==> config.mk <==
export PLATFORM = sky130hd
export DESIGN_NAME = pccu_top
export DESIGN_NICKNAME = d
export VERILOG_FILES = /design/src/rtl/pccu_pkg.sv /design/src/rtl/pccu_tick_div.sv /design/src/rtl/pccu_top.sv
export SDC_FILE = /design/constraint.sdc
export NUM_CORES = 1
export LEC_CHECK = 0
export BUFFER_PORTS_ARGS = -buffer_cell sky130_fd_sc_hd__clkbuf_2
export CORE_UTILIZATION = 35
export DETAILED_ROUTE_END_ITERATION = 10
export PLACE_DENSITY = 0.54
export SLEW_MARGIN = 20
export SYNTH_ARGS = -nofsm -noshare
export SYNTH_HDL_FRONTEND = slang
export SYNTH_SLANG_ARGS = --single-unit
==> constraint.sdc <==
create_clock -name MCLK -period 5.5 [get_ports MCLK]
set_input_delay 0.275 -clock MCLK [delete_from_list [all_inputs] [get_ports MCLK]]
set_output_delay 0.275 -clock MCLK [all_outputs]
set_load 0.01 [all_outputs]
==> src/rtl/pccu_pkg.sv <==
package pccu_pkg;

  // Register offsets on the plain register port.
  localparam logic [7:0] MODE_CTRL_OFS = 8'hEB;
  localparam logic [7:0] CLK_CTRL_OFS = 8'hF0;
  localparam logic [7:0] CLK_STAT_OFS = 8'hF2;
  localparam logic [7:0] RST_FLAG_OFS = 8'hF3;
  localparam logic [7:0] PLL_SETUP_OFS = 8'hF6;

  // Reset values.
  localparam logic [7:0] MODE_CTRL_RST = 8'hE0;
  localparam logic [7:0] CLK_CTRL_RST = 8'h00;
  localparam logic [7:0] PLL_SETUP_RST = 8'h07;
  localparam logic CSU_RST = 1'h0;
  localparam logic XT_DIV16_RST = 1'h1;
  localparam logic [3:0] RST_FLAG_RST = 4'h1;

  // Mode control register fields.
  localparam int INPUT_HALVE_SELECT_BIT = 5;
  localparam int PRS_LSB = 2;
  // Clock control register fields.
  localparam int LOW_POWER_WAIT_ENABLE_BIT = 0;
  localparam int WFI_CKSEL_BIT = 1;
  localparam int CKAF_SEL_BIT = 2;
  localparam int SRESEN_BIT = 3;
  localparam int INT_SEL_BIT = 7;
  localparam logic [7:0] CLK_CTRL_MASK = 8'h8F;
  // Clock status register fields.
  localparam int CSU_BIT = 0;
  localparam int LOCK_BIT = 1;
  localparam int CKAF_ST_BIT = 2;
  localparam int XT_DIV16_BIT = 3;
  // Reset flag register fields.
  localparam int HW_FLAG_BIT = 0;
  localparam int SW_FLAG_BIT = 1;
  localparam int WDG_FLAG_BIT = 2;
  localparam int STOP_FLAG_BIT = 3;
  // PLL setup register fields.
  localparam int DX_LSB = 0;
  localparam int MX_LSB = 4;
  localparam logic [7:0] PLL_SETUP_MASK = 8'h37;

  localparam logic [2:0] DX_OFF = 3'h7;
  localparam logic [3:0] DIV16_RATIO = 4'hF;
  localparam int LOCK_REFS = 8;

  typedef enum {SRC_REF, SRC_REF16, SRC_AUX, SRC_AUX16, SRC_PLL}
    pccu_src_type;
  typedef enum {SW_RUN, SW_ALIGN} pccu_sw_type;

  typedef struct packed {
    logic [7:0] addr;
    logic [7:0] wdata;
    logic wr;
    logic rd;
  } pccu_bus_type;

  typedef struct packed {
    logic cpu;
    logic sys;
    logic pll_raw;
    logic ref_clk;
  } pccu_tick_type;

  // Multiply select encoding to PLL factor.
  function automatic logic [3:0] pccu_mult(input logic [1:0] mx);
    case (mx)
      2'h0: pccu_mult = 4'hA;
      2'h1: pccu_mult = 4'h6;
      2'h2: pccu_mult = 4'hE;
      default: pccu_mult = 4'h8;
    endcase
  endfunction

endpackage

==> src/rtl/pccu_tick_div.sv <==
`timescale 1ns/100ps
module pccu_tick_div #(
  parameter int W = 3
) (
  input wire logic clk, // Block clock.
  input wire logic arst_n, // Asynchronous reset, active low.
  input wire logic in_en, // Input rate tick.
  input wire logic [W-1:0] ratio, // Divides by ratio plus one.
  input wire logic clr, // Restarts the count.
  output logic out_en // Output rate tick.
);

  logic [W-1:0] cnt_q;

  // The last input tick of each group passes, so ratio zero keeps phase.
  assign out_en = in_en && (cnt_q >= ratio);

  always_ff @(posedge clk or negedge arst_n) begin
    if (!arst_n) begin
      cnt_q <= '0;
    end else if (clr) begin
      cnt_q <= '0;
    end else if (in_en) begin
      cnt_q <= (cnt_q >= ratio) ? '0 : cnt_q + W'(1);
    end
  end

endmodule

==> src/rtl/pccu_top.sv <==
`timescale 1ns/100ps
// What this block does
// - Produces CPU core and peripheral system clocks.
// - Input halve select chooses reference as oscillator/2.
// - PLL multiplies reference by 6, 8, 10, 14.
// - Post divider divides PLL output by 1..7.
// - Divide select all ones switches PLL off.
// - Other divide select value turns PLL on, except in low power wait or stop.
// - PLL select bit moves system clock to PLL.
// - Lock logic sets settled flag when locked.
// - Low power selects reference divided by 16.
// - RC auxiliary clock, divided by 16 in low power wait.
// - System clock feeds peripherals and CPU prescaler.
// - CPU prescaler slows CPU by up to 8.
// - Undivided PLL output is a separate clock.
// - Reset manager flags hardware, software, watchdog resets.
// - External stop freezes all oscillators.
// - Mode control holds input halve and prescale.
// - Clock control holds low power and halt setting.
// - Clock status holds flags and source selects.
// - PLL setup holds multiply and divide fields.
// - Prescale zero is same clock; N divides N+1.
// - Plain wait stops CPU, system clock unchanged.
module pccu_top #(
  parameter int PER_W = 12
) (
  input wire logic MCLK, // Block clock, 100 MHz.
  input wire logic ARST_N, // Hardware reset, active low.
  input wire logic OSC_TICK, // Oscillator clock tick.
  input wire logic AUX_TICK, // RC auxiliary clock tick.
  input wire logic AUX_OK, // RC oscillator is running.
  input wire logic WFI_ACTIVE, // CPU sits in wait for interrupt.
  input wire logic STOP_REQ, // External stop mode level.
  input wire logic SW_RST_REQ, // Software reset event pulse.
  input wire logic WDG_RST_REQ, // Watchdog reset event pulse.
  input wire pccu_pkg::pccu_bus_type REG_BUS, // Register port request.
  output logic [7:0] REG_RDATA, // Read data, cycle after read.
  output pccu_pkg::pccu_tick_type CLK_TICKS, // Clock tick bundle.
  output logic PLL_LOCK, // PLL settled flag.
  output logic OSC_FREEZE, // Oscillators frozen.
  output logic RST_PULSE, // Internal reset request pulse.
  output logic HALT_RESET_EN // Halt interpretation setting.
);
  import pccu_pkg::*;

  //////////////////////////////////////////////////////////////////////////
  // Registers.

  logic [7:0] mode_q;
  logic [7:0] clock_control_reg_q;
  logic [7:0] pll_q;
  logic [3:0] rflags_q;
  logic [3:0] rflags_d;
  logic csu_q;
  logic xt_div16_q;
  logic lock_q;
  logic ckaf_st;

  function automatic logic wr_hit(input pccu_bus_type b,
                                  input logic [7:0] ofs);
    wr_hit = b.wr && (b.addr == ofs);
  endfunction

  always_ff @(posedge MCLK or negedge ARST_N) begin
    if (!ARST_N) begin
      mode_q <= MODE_CTRL_RST;
    end else if (wr_hit(REG_BUS, MODE_CTRL_OFS)) begin
      mode_q <= REG_BUS.wdata;
    end
  end

  always_ff @(posedge MCLK or negedge ARST_N) begin
    if (!ARST_N) begin
      clock_control_reg_q <= CLK_CTRL_RST;
    end else if (wr_hit(REG_BUS, CLK_CTRL_OFS)) begin
      clock_control_reg_q <= REG_BUS.wdata & CLK_CTRL_MASK;
    end
  end

  always_ff @(posedge MCLK or negedge ARST_N) begin
    if (!ARST_N) begin
      pll_q <= PLL_SETUP_RST;
    end else if (wr_hit(REG_BUS, PLL_SETUP_OFS)) begin
      pll_q <= REG_BUS.wdata & PLL_SETUP_MASK;
    end
  end

  always_ff @(posedge MCLK or negedge ARST_N) begin
    if (!ARST_N) begin
      csu_q <= CSU_RST;
      xt_div16_q <= XT_DIV16_RST;
    end else if (wr_hit(REG_BUS, CLK_STAT_OFS)) begin
      csu_q <= REG_BUS.wdata[CSU_BIT];
      xt_div16_q <= REG_BUS.wdata[XT_DIV16_BIT];
    end
  end

  // Reset cause flags survive internal resets; write one clears, and a
  // new event in the same cycle wins over the clear.
  always_comb begin
    rflags_d = rflags_q;
    if (wr_hit(REG_BUS, RST_FLAG_OFS)) begin
      rflags_d = rflags_q & ~REG_BUS.wdata[3:0];
    end
    if (SW_RST_REQ) begin
      rflags_d[SW_FLAG_BIT] = 1'h1;
    end
    if (WDG_RST_REQ) begin
      rflags_d[WDG_FLAG_BIT] = 1'h1;
    end
    if (STOP_REQ) begin
      rflags_d[STOP_FLAG_BIT] = 1'h1;
    end
  end

  always_ff @(posedge MCLK or negedge ARST_N) begin
    if (!ARST_N) begin
      rflags_q <= RST_FLAG_RST;
      RST_PULSE <= 1'h0;
    end else begin
      rflags_q <= rflags_d;
      RST_PULSE <= SW_RST_REQ || WDG_RST_REQ;
    end
  end

  always_ff @(posedge MCLK or negedge ARST_N) begin
    if (!ARST_N) begin
      REG_RDATA <= 8'h00;
    end else if (REG_BUS.rd) begin
      case (REG_BUS.addr)
        MODE_CTRL_OFS: REG_RDATA <= mode_q;
        CLK_CTRL_OFS: REG_RDATA <= clock_control_reg_q;
        CLK_STAT_OFS: REG_RDATA <= {4'h0, xt_div16_q, ckaf_st, lock_q,
                                    csu_q};
        RST_FLAG_OFS: REG_RDATA <= {4'h0, rflags_q};
        PLL_SETUP_OFS: REG_RDATA <= pll_q;
        default: REG_RDATA <= 8'h00;
      endcase
    end else begin
      REG_RDATA <= 8'h00;
    end
  end

  //////////////////////////////////////////////////////////////////////////
  // Reference clocks.

  logic osc_en;
  logic aux_en;
  logic ref_en;
  logic ref16_en;
  logic aux16_en;
  logic lowpow;

  // Stop mode masks every oscillator tick at its source.
  assign osc_en = OSC_TICK && !STOP_REQ;
  assign aux_en = AUX_TICK && AUX_OK && !STOP_REQ;
  assign lowpow = WFI_ACTIVE && clock_control_reg_q[LOW_POWER_WAIT_ENABLE_BIT];

  pccu_tick_div #(.W(1)) u_ref_div (
    .clk(MCLK),
    .arst_n(ARST_N),
    .in_en(osc_en),
    .ratio(mode_q[INPUT_HALVE_SELECT_BIT]),
    .clr(1'h0),
    .out_en(ref_en)
  );

  pccu_tick_div #(.W(4)) u_ref16_div (
    .clk(MCLK),
    .arst_n(ARST_N),
    .in_en(ref_en),
    .ratio(DIV16_RATIO),
    .clr(1'h0),
    .out_en(ref16_en)
  );

  pccu_tick_div #(.W(4)) u_aux16_div (
    .clk(MCLK),
    .arst_n(ARST_N),
    .in_en(aux_en),
    .ratio(DIV16_RATIO),
    .clr(1'h0),
    .out_en(aux16_en)
  );

  //////////////////////////////////////////////////////////////////////////
  // PLL model: measures the reference period in MCLK cycles and spreads
  // mult ticks over it with an accumulator. Output rate must stay under
  // the MCLK rate.

  logic [2:0] dx;
  logic [3:0] mult;
  logic pll_on;
  logic pll_en;
  logic pll_div_en;
  logic [PER_W-1:0] per_cnt_q;
  logic [PER_W-1:0] per_q;
  logic [PER_W-1:0] per_new;
  logic [3:0] stable_q;
  logic [5:0] cfg_q;
  logic [PER_W:0] acc_q;
  logic [PER_W:0] acc_sum;

  assign dx = pll_q[DX_LSB +: 3];
  assign mult = pccu_mult(pll_q[MX_LSB +: 2]);
  // Low power wait and stop mode also force the PLL off.
  assign pll_on = (dx != DX_OFF) && !lowpow && !STOP_REQ;
  assign per_new = per_cnt_q + {{(PER_W-1){1'b0}}, 1'b1};
  assign acc_sum = acc_q + {{(PER_W-3){1'b0}}, mult};
  assign pll_en = pll_on && (per_q != '0)
                  && (acc_sum >= {1'b0, per_q});

  always_ff @(posedge MCLK or negedge ARST_N) begin
    if (!ARST_N) begin
      per_cnt_q <= '0;
      per_q <= '0;
      stable_q <= 4'h0;
      cfg_q <= 6'h00;
    end else if (!pll_on) begin
      per_cnt_q <= '0;
      per_q <= '0;
      stable_q <= 4'h0;
      cfg_q <= pll_q[5:0];
    end else begin
      cfg_q <= pll_q[5:0];
      if (ref_en) begin
        per_cnt_q <= '0;
        per_q <= per_new;
      end else if (per_cnt_q != '1) begin
        per_cnt_q <= per_new;
      end
      // Lock needs a run of equal periods under one configuration.
      if (cfg_q != pll_q[5:0]) begin
        stable_q <= 4'h0;
      end else if (ref_en) begin
        if (per_new != per_q) begin
          stable_q <= 4'h0;
        end else if (stable_q < 4'(LOCK_REFS)) begin
          stable_q <= stable_q + 4'h1;
        end
      end
    end
  end

  always_ff @(posedge MCLK or negedge ARST_N) begin
    if (!ARST_N) begin
      acc_q <= '0;
    end else if (!pll_on) begin
      acc_q <= '0;
    end else begin
      acc_q <= pll_en ? acc_sum - {1'b0, per_q} : acc_sum;
    end
  end

  always_ff @(posedge MCLK or negedge ARST_N) begin
    if (!ARST_N) begin
      lock_q <= 1'h0;
    end else begin
      lock_q <= pll_on && (cfg_q == pll_q[5:0])
                && (stable_q >= 4'(LOCK_REFS));
    end
  end

  pccu_tick_div #(.W(3)) u_post_div (
    .clk(MCLK),
    .arst_n(ARST_N),
    .in_en(pll_en),
    .ratio(dx),
    .clr(!pll_on),
    .out_en(pll_div_en)
  );

  //////////////////////////////////////////////////////////////////////////
  // System clock source switch.

  pccu_src_type cur_q;
  pccu_src_type want;
  pccu_sw_type sw_q;
  logic [4:0] tick_vec;
  logic cur_tick;
  logic cur_dead;
  logic sys_en;
  logic cpu_pre_en;

  assign tick_vec = {pll_div_en, aux16_en, aux_en, ref16_en, ref_en};
  assign cur_tick = tick_vec[cur_q];
  assign cur_dead = ((cur_q == SRC_PLL) && !pll_on)
                    || ((cur_q == SRC_AUX || cur_q == SRC_AUX16) && !AUX_OK);
  assign ckaf_st = (cur_q == SRC_AUX) || (cur_q == SRC_AUX16);

  always_comb begin
    if (lowpow) begin
      want = (clock_control_reg_q[WFI_CKSEL_BIT] && ckaf_st && AUX_OK)
             ? SRC_AUX16 : SRC_REF16;
    end else if (clock_control_reg_q[CKAF_SEL_BIT] && AUX_OK) begin
      want = SRC_AUX;
    end else if (!xt_div16_q) begin
      want = SRC_REF16;
    end else if (csu_q && pll_on) begin
      want = SRC_PLL;
    end else begin
      want = SRC_REF;
    end
  end

  // The old source finishes its period, then the first tick of the new
  // source is swallowed so the next period is whole.
  always_ff @(posedge MCLK or negedge ARST_N) begin
    if (!ARST_N) begin
      cur_q <= SRC_REF;
      sw_q <= SW_RUN;
    end else begin
      case (sw_q)
        SW_RUN: begin
          if ((want != cur_q) && (cur_tick || cur_dead)) begin
            cur_q <= want;
            sw_q <= SW_ALIGN;
          end
        end
        SW_ALIGN: begin
          // A source that dies before its first tick must not hang here.
          if (cur_tick || cur_dead) begin
            sw_q <= SW_RUN;
          end
        end
        default: sw_q <= SW_RUN;
      endcase
    end
  end

  assign sys_en = (sw_q == SW_RUN) && cur_tick;

  pccu_tick_div #(.W(3)) u_cpu_div (
    .clk(MCLK),
    .arst_n(ARST_N),
    .in_en(sys_en),
    .ratio(mode_q[PRS_LSB +: 3]),
    .clr(1'h0),
    .out_en(cpu_pre_en)
  );

  //////////////////////////////////////////////////////////////////////////
  // Outputs.

  assign CLK_TICKS.sys = sys_en;
  assign CLK_TICKS.cpu = cpu_pre_en && !WFI_ACTIVE;
  assign CLK_TICKS.pll_raw = pll_en;
  assign CLK_TICKS.ref_clk = ref_en;
  assign PLL_LOCK = lock_q;
  assign OSC_FREEZE = STOP_REQ;
  assign HALT_RESET_EN = clock_control_reg_q[SRESEN_BIT];
endmodule

* After elaboration in Yosys (flattened, before gate mapping)
Index checks and enable logic that the tools add are counted.
** Cells by class
- Muxes and demuxes :: 37
- Bitwise gates (word level) :: 2
- Add/subtract/negate cells :: 9
- $lt $le $gt $ge :: 9
- Eq/ne operators :: 24
- Reduce and logical (&&, ||, !) cells :: 48
** Operator list (number)
- two-way mux 32 bit :: 4
- equality test 32 x 3 -> 1 bit (second input constant) :: 2
- zero test 32 bit :: 2
- one-hot mux 32 bit (2 select lines) :: 1
- two-way mux 12 bit :: 5
- equality test 8 bit (second input constant) :: 5
- one-hot mux 8 bit (5 select lines) :: 1
- equality test 32 x 1 -> 1 bit (second input constant) :: 1
- equality test 32 x 4 -> 1 bit (second input constant) :: 1
- < comparator 32 x 5 -> 1 bit (second input constant) :: 1
- two-way mux 4 bit :: 8
- != test 32 bit :: 1
- logical AND 1 bit :: 29
- two-way mux 13 bit :: 2
- two-way mux 3 bit :: 6
- adder 13 x 4 -> 13 bit :: 1
- greater-or-equal comparator 13 x 12 -> 1 bit :: 1
- subtractor 13 x 12 -> 13 bit :: 1
- adder 12 x 1 -> 12 bit (second input constant) :: 1
- adder 4 x 1 -> 4 bit (second input constant) :: 3
- greater-or-equal comparator 4 bit (second input constant) :: 3
- != test 12 bit :: 1
- != test 12 bit (second input constant) :: 1
- one-hot mux 4 bit (3 select lines) :: 1
- other kinds (26) :: 47
** Storage, ports and cells
- Word-level logic and storage cells :: 153
- Output and inout port bits :: 16
- Register bits :: 159

* Logic depth before layout (Yosys ltp)
Gate-level depths: netlist (run 1).
- Depth after elaboration :: 14
- Depth in mapped cells :: 19

* Hierarchy
From an unflattened synthesis (run 1), not the netlist that was laid out.
** Second synthesis, totals
- Cells, all modules :: 664
- Area, all modules :: 6408.6 sq um
** By module, submodules not included
- pccu_top :: instances 1, area an instance 5183.7 sq um, cells each 534
- pccu_tick_div (u_aux16_div ...) :: instances 2, area an instance 341.6 sq um, cells each 35
- pccu_tick_div (u_cpu_div ...) :: instances 2, area an instance 241.5 sq um, cells each 27
- pccu_tick_div (u_ref_div) :: instances 1, area an instance 58.8 sq um, cells each 6

* Worst setup path before layout (run 1)
Ideal clock, no wire load.
- Path kind :: register -> output
- Start point :: register pll_q[4]
- End point :: output CLK_TICKS[3] in the netlist's numbering
- Stages on the path, launching flop included :: 19
- Buffers on the path :: 1
- Data arrival time :: 3.484 ns
- Data required time :: 5.225 ns
- Path slack :: 1.741 ns
- Path through :: dfrtp_1 > ha_1 > inv_1 > ha_1 > fa_1 > a21oi_1 > nor2b_1 > and2_1 > nand4_1 > xnor2_1 > ha_1 > clkbuf_1 > nand3_1 > o22ai_1 > o21bai_1 > nor4_4 > a21o_4 > a21oi_4 > nor3b_1
** RTL lines
- from (decl) :: line pccu_top.sv:51 : logic [7:0] pll_q;
- from (signal assigned) :: line pccu_top.sv:84 : pll_q <= REG_BUS.wdata & PLL_SETUP_MASK;
- to (decl) :: line pccu_top.sv:38 : output pccu_pkg::pccu_tick_type CLK_TICKS,

==> results of run 1 <==
## power breakdown
| part | internal, mW | switching, mW |
|---|---|---|
| clock | 0.355 | 0.292 |
| combinational | 0.443 | 0.559 |
| sequential | 0.820 | 0.0883 |
| total | 1.62 | 0.940 |
## what timing repair did
action,CTS,global route
endpoints found under the hold margin,41,0
hold buffers,1,0
setup buffers,0,0
## path summary, 6_finish.rpt
check,to,depth (start not counted),from,slack (ns)
worst max-delay path,CLK_TICKS[3],16,pll_q[5]$_DFFE_PN0P_,0.95
worst min-delay path,rflags_q[2]$_DFFE_PN0P_,2,WDG_RST_REQ,0.12
worst max register to register,acc_q[2]$_DFF_PN0_,16,pll_q[5]$_DFFE_PN0P_,1.31
worst min register to register,rflags_q[0]$_DFFE_PN1P_,2,rflags_q[0]$_DFFE_PN1P_,0.45
max in group asynchronous,REG_RDATA[7]$_DFF_PN0_,3,ARST_N,3.87
min in group asynchronous,per_q[8]$_DFFE_PN0P_,2,ARST_N,0.47
## area by class of cell
cell class / count / area, sq um / share of cell area [%]
well taps: 216 / 270 / 4.11
flip-flops and latches: 99 / 2490 / 37.9
inverters: 37 / 139 / 2.11
clock inverters: 7 / 76.3 / 1.16
repair buffers: 47 / 253 / 3.85
clock buffers: 9 / 225 / 3.43
multi-input cells: 423 / 3120 / 47.5
## Yosys cell counts, types with 9 or more instances
library cell / instances / area [sq um]
sky130_fd_sc_hd__a211oi_1: 19 / 143
sky130_fd_sc_hd__nand2_1: 42 / 158
sky130_fd_sc_hd__ha_1: 30 / 375
sky130_fd_sc_hd__nand4_1: 9 / 56.3
sky130_fd_sc_hd__a21oi_1: 35 / 175
sky130_fd_sc_hd__inv_1: 36 / 135
sky130_fd_sc_hd__dfrtp_1: 91 / 2280
sky130_fd_sc_hd__xor2_1: 10 / 87.6
sky130_fd_sc_hd__xnor2_1: 36 / 315
sky130_fd_sc_hd__mux2_2: 27 / 304
sky130_fd_sc_hd__nor2b_1: 10 / 62.6
sky130_fd_sc_hd__nor2_1: 46 / 173
sky130_fd_sc_hd__nand2b_1: 9 / 56.3
sky130_fd_sc_hd__mux2i_1: 10 / 100
sky130_fd_sc_hd__nor4_1: 10 / 62.6
sky130_fd_sc_hd__o21ai_0: 14 / 70.1
sky130_fd_sc_hd__nand3_1: 22 / 110
sky130_fd_sc_hd__a21o_1: 11 / 82.6
## state kept, by name, summed over array words and instances, names as in the netlist, 5 cells and up
| name | count |
|---|---|
| REG_RDATA | 8 |
| acc_q | 13 |
| per_cnt_q | 12 |
| pll_q | 5 |
| cfg_q | 5 |
| mode_q | 8 |
| clock_control_reg_q | 5 |
| per_q | 12 |
## logic make-up (layout without fill, tap and decap cells)
family	after synthesis	in the layout
AND/OR/NAND/NOR	180	180
AO/OA/AOI/OAI	125	125
flip-flops	99	99
buffers and inverters	55	100
XOR/XNOR	49	49
multiplexers	37	37
adder cells (fa/ha/maj)	32	32
## per-stage QoR
stage / setup slack [ns] / hold WS [ns] / util [%] / std cells
CTS: 0.929 / 0.108 / 40.9 / 838
global route: 0.647 / 0.116 / 40.9 / 838
floorplan: 1.74 / -0.0206 / - / 577
detailed placement: 1.34 / 0.317 / 38.9 / 821
global placement: 1.42 / 0.307 / 38.9 / 821
finish: 0.947 / 0.125 / 40.9 / 838
## worst max-delay path, stage by stage, from the launching register on
cell and delay, ns:
sky130_fd_sc_hd__dfrtp_1 0.44, sky130_fd_sc_hd__inv_1 0.06, sky130_fd_sc_hd__ha_1 0.27, sky130_fd_sc_hd__inv_1 0.06, sky130_fd_sc_hd__ha_1 0.29, sky130_fd_sc_hd__a211o_1 0.30
sky130_fd_sc_hd__o2111ai_1 0.34, sky130_fd_sc_hd__xnor2_1 0.19, sky130_fd_sc_hd__ha_1 0.42, sky130_fd_sc_hd__a21o_1 0.17, sky130_fd_sc_hd__a31oi_1 0.14, sky130_fd_sc_hd__o21bai_1 0.33
sky130_fd_sc_hd__nor4_4 0.08, sky130_fd_sc_hd__a21o_4 0.25, sky130_fd_sc_hd__a21oi_4 0.21, sky130_fd_sc_hd__nor3b_1 0.20, sky130_fd_sc_hd__clkbuf_2 0.16
## metal layers
layer / share of wire (%) / track usage [%] / vias up
met5: 0 / 0 / -
met4: 0.85 / 4.60 / 0
met3: 3.1 / 3.42 / 10
met2: 48 / 27.9 / 87
met1: 48 / 22.0 / 2142
li1: - / - / 2143
==> impl.org, run 1 <==
** STA
- Final setup violating endpoints :: 0
- Highest attainable clock frequency :: about 0.22 GHz
- After routing, the total negative slack on setup checks comes to 0 ns.
- The number of hold violations in the final report came to 0.
- Time the worst path needs with I/O delays and setup :: between 4 and 5 ns
- Setup repair after global routing missed its margin :: false
- On the final layout, the worst clock skew is 0.00565 ns.
- The count of final max-slew check failures was 0.
- The worst pin sits at a relative slew slack of 44.6%.
- For the pin with the worst max-slew slack, the measured transition is a little over 0.8 ns.
- Crit share post-route :: between 80 and 90%

** Clock tree
- H-tree lvl count :: 3
- Clock tree from TritonCTS :: yes
- CTS Root Buffer Type :: sky130_fd_sc_hd__clkbuf_16
- Clock network latency to the later pin of the worst-skew pair :: between 0.3 and 0.4 ns
- CTS sink count :: 99
- Buffers from clock root to sink, at most :: 2
- CTS buffer count :: 9
- Gates resized during post-CTS repair numbered 0.
- Clock-pin slew reported for the worst setup and hold paths after clock tree synthesis :: 0.07 ns

** Synth
- FF+latch count, synth :: 99
- Synth Area in Adders :: 7.13%
- Yosys printed 0 warnings.
- Number of enable-type register cells in the synthesized netlist :: 0
- Sequential cells were found to cover 42.7% of the synthesized design area.
- Proportion of synthesized flip-flops having asynchronous set or reset :: 100%
- Number of nets in the synthesized netlist :: 636
- A synthesized cell averages 10.1 sq um.
- Yosys mapped the design onto 69 distinct sky130hd cell types.
- Area share of and/or/nand/nor cells after synthesis :: around 16%
- Portion of netlist area occupied by mux cells :: about 6.9%
- The most used flip-flop cell after synthesis is sky130_fd_sc_hd__dfrtp_1.
- Cells after synthesis :: 577
- Parity-gate share of the synthesized area counting xor and xnor cells :: under 10%
- Post-synthesis instance area :: 5830 sq um
- Compound-cell area share of the yosys netlist :: 15.0%
- Dominant combinational cell family by area after synthesis :: simple AND/OR/NAND/NOR gates

** Routing
- DR pass1 iterations :: 4
- Using the TritonRoute via totals, the vias-per-cell ratio works out to 5.23.
- After detailed routing, the number of remaining DRC violations is 0.
- The detail route stage leaves a number of antenna-violating nets equal to 0.
- In this run, the number of DRC markers left after iteration 0 of detailed routing was 206.
- In the final routed layout, each cell accounts on average for 15.8 um.
- Vias post-DR :: 4,382
- For this block, the routed nets add up to between 10,000 and 15,000 um of wire.

** Floorplanning
- Total core area :: approximately 16,000 sq um
- The die covers 17,200 sq um.
- FP Rows :: 46
- The floorplan step set the die height to 131 um.
- The initial utilization of the core area, before any placement, comes to 36.3%.
- In this run the horizontal extent of the chip is between 100 and 150 um.
- I/O pin total :: 43

** Min path
- The min-delay analysis places its worst path in the category in2reg.

** Global route
- Wire length of the first global-routing pass :: 22,100 um
- Antenna violations before repair :: 0
- The number of global-route vias before repair is 4,411.
- Maximum number of pins on one net before global-route repair :: slightly below 60
- The total overflow left after global routing is 0.
- Combined global-route utilization of all metal layers :: 16.7%

** Power and ir drop
- Total power for the finished layout comes to 2.56 mW.
- For this design the static power due to leakage is 2.85 nW.
- Highest ir drop seen on vdd :: 0.000199 V
- Dividing total power by cell area gives a power density of 389 nW/um^2.

** Cells and area
- The repair_antennas step left the layout with diodes totalling 0.
- After routing the design area is 6570 sq um.
- Net count reported at finish :: 676
- Fillers :: 1,568
- The post-route netlist has 19.0% of its cells at a drive strength greater than 1.
- Leading cell type in the layout, fill and taps excluded :: sky130_fd_sc_hd__dfrtp_1
- Compared with the post-synthesis result, the final layout area differs by 12.8%.
- Commonest cells after routing, fill and taps aside :: 91 x sky130_fd_sc_hd__dfrtp_1, 46 x sky130_fd_sc_hd__nor2_1, 42 x sky130_fd_sc_hd__nand2_1

** Job
- Number of violations of the max-capacitance limit :: 0

** Setup path
- STA puts the critical path data required time at 5.22 ns.
- Along the worst path, the maximum fanout reaches 6.
- The critical path in this run is classified as reg2out.
- Crit start category :: flop
- At the worst endpoint, the arrival time is 4.28 ns.
- Critical path capture point type :: primary output

** Place
- At the end of routability-driven placement, the weighted congestion stood at roughly 0.83.
- The placed instances occupy a cell area of 6250 sq um.
- Detailed placement finished with a half-perimeter wire length of 9690 um.
- Count of buffers inserted at the top-level ports :: 42

** Run status
- The flow ran to the end, and the final reports show no timing, DRC or antenna violations.
Power figures use the tool's default switching activity.
==> run 2: changes to the inputs <==
==> constraint.sdc (replaced) <==
create_clock -name MCLK -period 4.52 [get_ports MCLK]
set_input_delay 0.226 -clock MCLK [delete_from_list [all_inputs] [get_ports MCLK]]
set_output_delay 0.226 -clock MCLK [all_outputs]
set_load 0.01 [all_outputs]
==> run 2 against run 1 <==
Via count is 2.1% higher. Die area unchanged. Global-route usage rose by 0.28 points. Design area up 0.80%. Flip-flop and latch count did not move. Setup slack got worse by 0.66 ns. Combinational power increased by 29%. Critical path depth is 1 lower. Clock-buffer cell count did not move. Final cell count is 0.36% higher. Sequential power increased by 22%. Clock skew rose by 0.0055 ns. Largest power group unchanged. Highest routed layer unchanged.
==> impl.org, run 2 (same netlist as run 1, synthesis figures left out) <==
** Cells and area
- Register area :: 2490 sq um
- Synthesis-to-layout area growth :: 13.7%
- Commonest cells after routing, fill and taps aside :: 89 x sky130_fd_sc_hd__dfrtp_1, 45 x sky130_fd_sc_hd__nor2_1, 42 x sky130_fd_sc_hd__nand2_1
- Largest regs :: acc_q (13), per_cnt_q (12), per_q (12)
- The post-route netlist has 21.0% of its cells at a drive strength greater than 1.
- Number of antenna diodes :: 0
- Flip-flop count of the largest register after layout :: 13
- Fillers :: 1,547
- The multi-input combinational cells in the finished layout cover a total of 3160 sq um.
- Excluding fillers, the count of instances in the completed layout stands at 841.
- Largest register by flop count :: acc_q
- The net count of the finished layout is between 600 and 700.
- Leading cell type in the layout, fill and taps excluded :: sky130_fd_sc_hd__dfrtp_1

** Floorplanning
- For this design the top-level I/O count stands at 43.
- The floorplan step set the die width to 131 um.
- FP Rows :: 46
- Vertical die dimension :: 131 um
- Initial Utilization :: a little over a third
- After floorplanning, the core was sized to cover roughly 16,000 sq um.
- The die covers 17,200 sq um.

** Routing
- Dividing the detail-routed via count by the number of cells gives 5.32.
- Detailed Route Iter0 Violations :: 217
- The detailed router put a total of 6240 um of wire on met1.
- Met2 wire length :: ~6400 um
- Vias post-DR :: 4,476
- Number of DRC violations after detailed routing :: 0
- Total met3 wirelength after detailed routing :: ~540 um
- After detailed routing, the total wire length is 13,400 um.
- DR pass1 iterations :: 5
- Post-route ant nets :: 0
- DR top layer :: met4
- Dividing the detail-routed wire length by the instance count gives 16.0 um.

** Setup path
- Data arrival time of the worst path :: 4.00 ns
- Critical path capture point type :: primary output
- Crit start category :: flop
- In this run the worst path has a maximum fanout of 6.
- The critical path is of the reg2out type.
- At the worst endpoint, the required time is 4.29 ns.

** Power and ir drop
- Pwr dens :: 477 nW/um^2
- Net load switching power :: roughly 1.2 mW
- Fraction of power consumed by sequential logic :: 35.0%
- Combinational fraction of design power :: 40.7%
- Across the VDD grid, the largest voltage drop is 0.000206 V.
- Overall power consumption :: approximately 3.2 mW
- Of the total power, the share spent switching nets is 38.2%.
- Clock network power share :: 24.3%
- The internal portion of the total power is around 2.0 mW.
- Leak Pwr :: 2.87 nW

** Job
- Across the run, the number of max-cap violations was 0.

** Place
- Last weighted congestion value of the routability-driven placer :: 0.830
- Detailed placer's ending HPWL :: 9810 um
- During placement, the flow inserted port buffers numbering 42.
- Setup WS pre-CTS :: 0.281 ns
- Placed cells :: 822

** STA
- Hold Vio Cnt, Final :: 0
- Remaining max-slew budget at the tightest pin :: 45.2%
- Summed over all failing endpoints, the final setup total negative slack is 0 ns.
- Dividing the final minimum period by the clock period gives between 90% and 100%.
- Worst slew pin tran :: slightly above 0.8 ns
- Setup skew after layout :: 0.0112 ns
- After layout, the minimum clock period comes to around 4.2 ns.
- Post-route worst hold slack :: 0.0717 ns
- Setup repair after global routing missed its margin :: false
- Highest attainable clock frequency :: 0.236 GHz
- Setup violations remaining at the end of the flow were counted as 0.
- The count of final max-slew check failures is 0.
- Setup slack closes at 0.291 ns.

** Global route
- Entering global routing, the biggest net connects 57 pins.
- Combined global-route utilization of all metal layers :: 17.0%
- Wire length of the first global-routing pass :: 22,300 um
- Antenna violations before repair :: 0
- Global route overflow :: 0
- The number of global-route vias before repair was 4,385.

** Clock tree
- Clock tree from TritonCTS :: yes
- The later pin in the worst-skew pair is clocked with a latency of 0.35 ns.
- Clock-pin slew reported for the worst setup and hold paths after clock tree synthesis :: 0.08 ns
- In this run the number of H-tree levels came out at 3.
- The clock passes through at most 2 buffers.
- CTS buffer count :: 9
- CTS Root Buffer Type :: sky130_fd_sc_hd__clkbuf_16
- CTS sink count :: 99

** Min path
- Classification of the worst-slack hold path :: in2reg

** Run status
- Status :: finished clean
-- run 2: final cells by class --
| class | count | share of cell area, % |
|---|---|---|
| sequential | 99 | 37.6 |
| tap | 216 | 4.08 |
| clock buffer | 9 | 3.40 |
| timing repair buffer | 50 | 4.16 |
| inverter | 37 | 2.10 |
| multi-input combinational | 423 | 47.7 |
| clock inverter | 7 | 1.00 |
-- run 2: final timing paths --
path	slack (ns)	to	start	cells past startpoint
worst min-delay path	0.07	rflags_q[2]$_DFFE_PN0P_	WDG_RST_REQ	2
worst max register to register	0.65	u_post_div.cnt_q[0]$_DFFE_PN0P_	pll_q[4]$_DFFE_PN0P_	16
max in group asynchronous	2.94	pll_q[5]$_DFFE_PN0P_	ARST_N	3
min in group asynchronous	0.48	per_q[8]$_DFFE_PN0P_	ARST_N	2
worst max-delay path	0.29	CLK_TICKS[3]	pll_q[4]$_DFFE_PN0P_	15
worst min register to register	0.45	rflags_q[0]$_DFFE_PN1P_	rflags_q[0]$_DFFE_PN1P_	2
-- run 2: metrics by stage --
step	cell area [sq um]	utilization, %
finish	6620	41.2
global route	6620	41.2
CTS	6580	40.9
detailed placement	6260	39.0
global placement	6260	39.0
floorplan	5830	-
-- run 2: power by group through the flow --
stage / combinational (mW) / sequential, mW / clock [mW]
final: 1.29 / 1.11 / 0.766
after CTS: 1.26 / 1.11 / 0.788
after global routing: 1.45 / 1.12 / 0.820
after detailed placement: 1.24 / 1.12 / 0
after floorplan: 0.978 / 1.09 / 0
after global placement: 1.22 / 1.12 / 0
-- run 2: what timing repair did --
item,in CTS,in global routing
setup endpoints to repair,1,2
hold buffers,1,0
buffers inserted,0,2
pin swaps,0,1
hold endpoints to repair,54,0
gates resized for setup,2,10
-- run 2: per-layer routing --
metal,vias up,global-route usage [%]
met2,93,28.2
met5,-,0
met3,20,2.69
met4,0,6.76
li1,2158,-
met1,2205,22.3
-- run 2: critical path, cell delays in order (launching register included) --
cell	delay, ns
sky130_fd_sc_hd__dfrtp_2	0.44
sky130_fd_sc_hd__ha_1	0.30
sky130_fd_sc_hd__inv_1	0.11
sky130_fd_sc_hd__ha_1	0.25
sky130_fd_sc_hd__a211o_1	0.32
sky130_fd_sc_hd__o2111ai_2	0.18
sky130_fd_sc_hd__xnor2_1	0.20
sky130_fd_sc_hd__ha_1	0.33
sky130_fd_sc_hd__a21o_1	0.22
sky130_fd_sc_hd__a31oi_2	0.27
sky130_fd_sc_hd__o21bai_2	0.14
sky130_fd_sc_hd__nor4_4	0.27
sky130_fd_sc_hd__a21o_4	0.22
sky130_fd_sc_hd__a21oi_4	0.08
sky130_fd_sc_hd__nor3b_2	0.17
sky130_fd_sc_hd__clkbuf_2	0.13
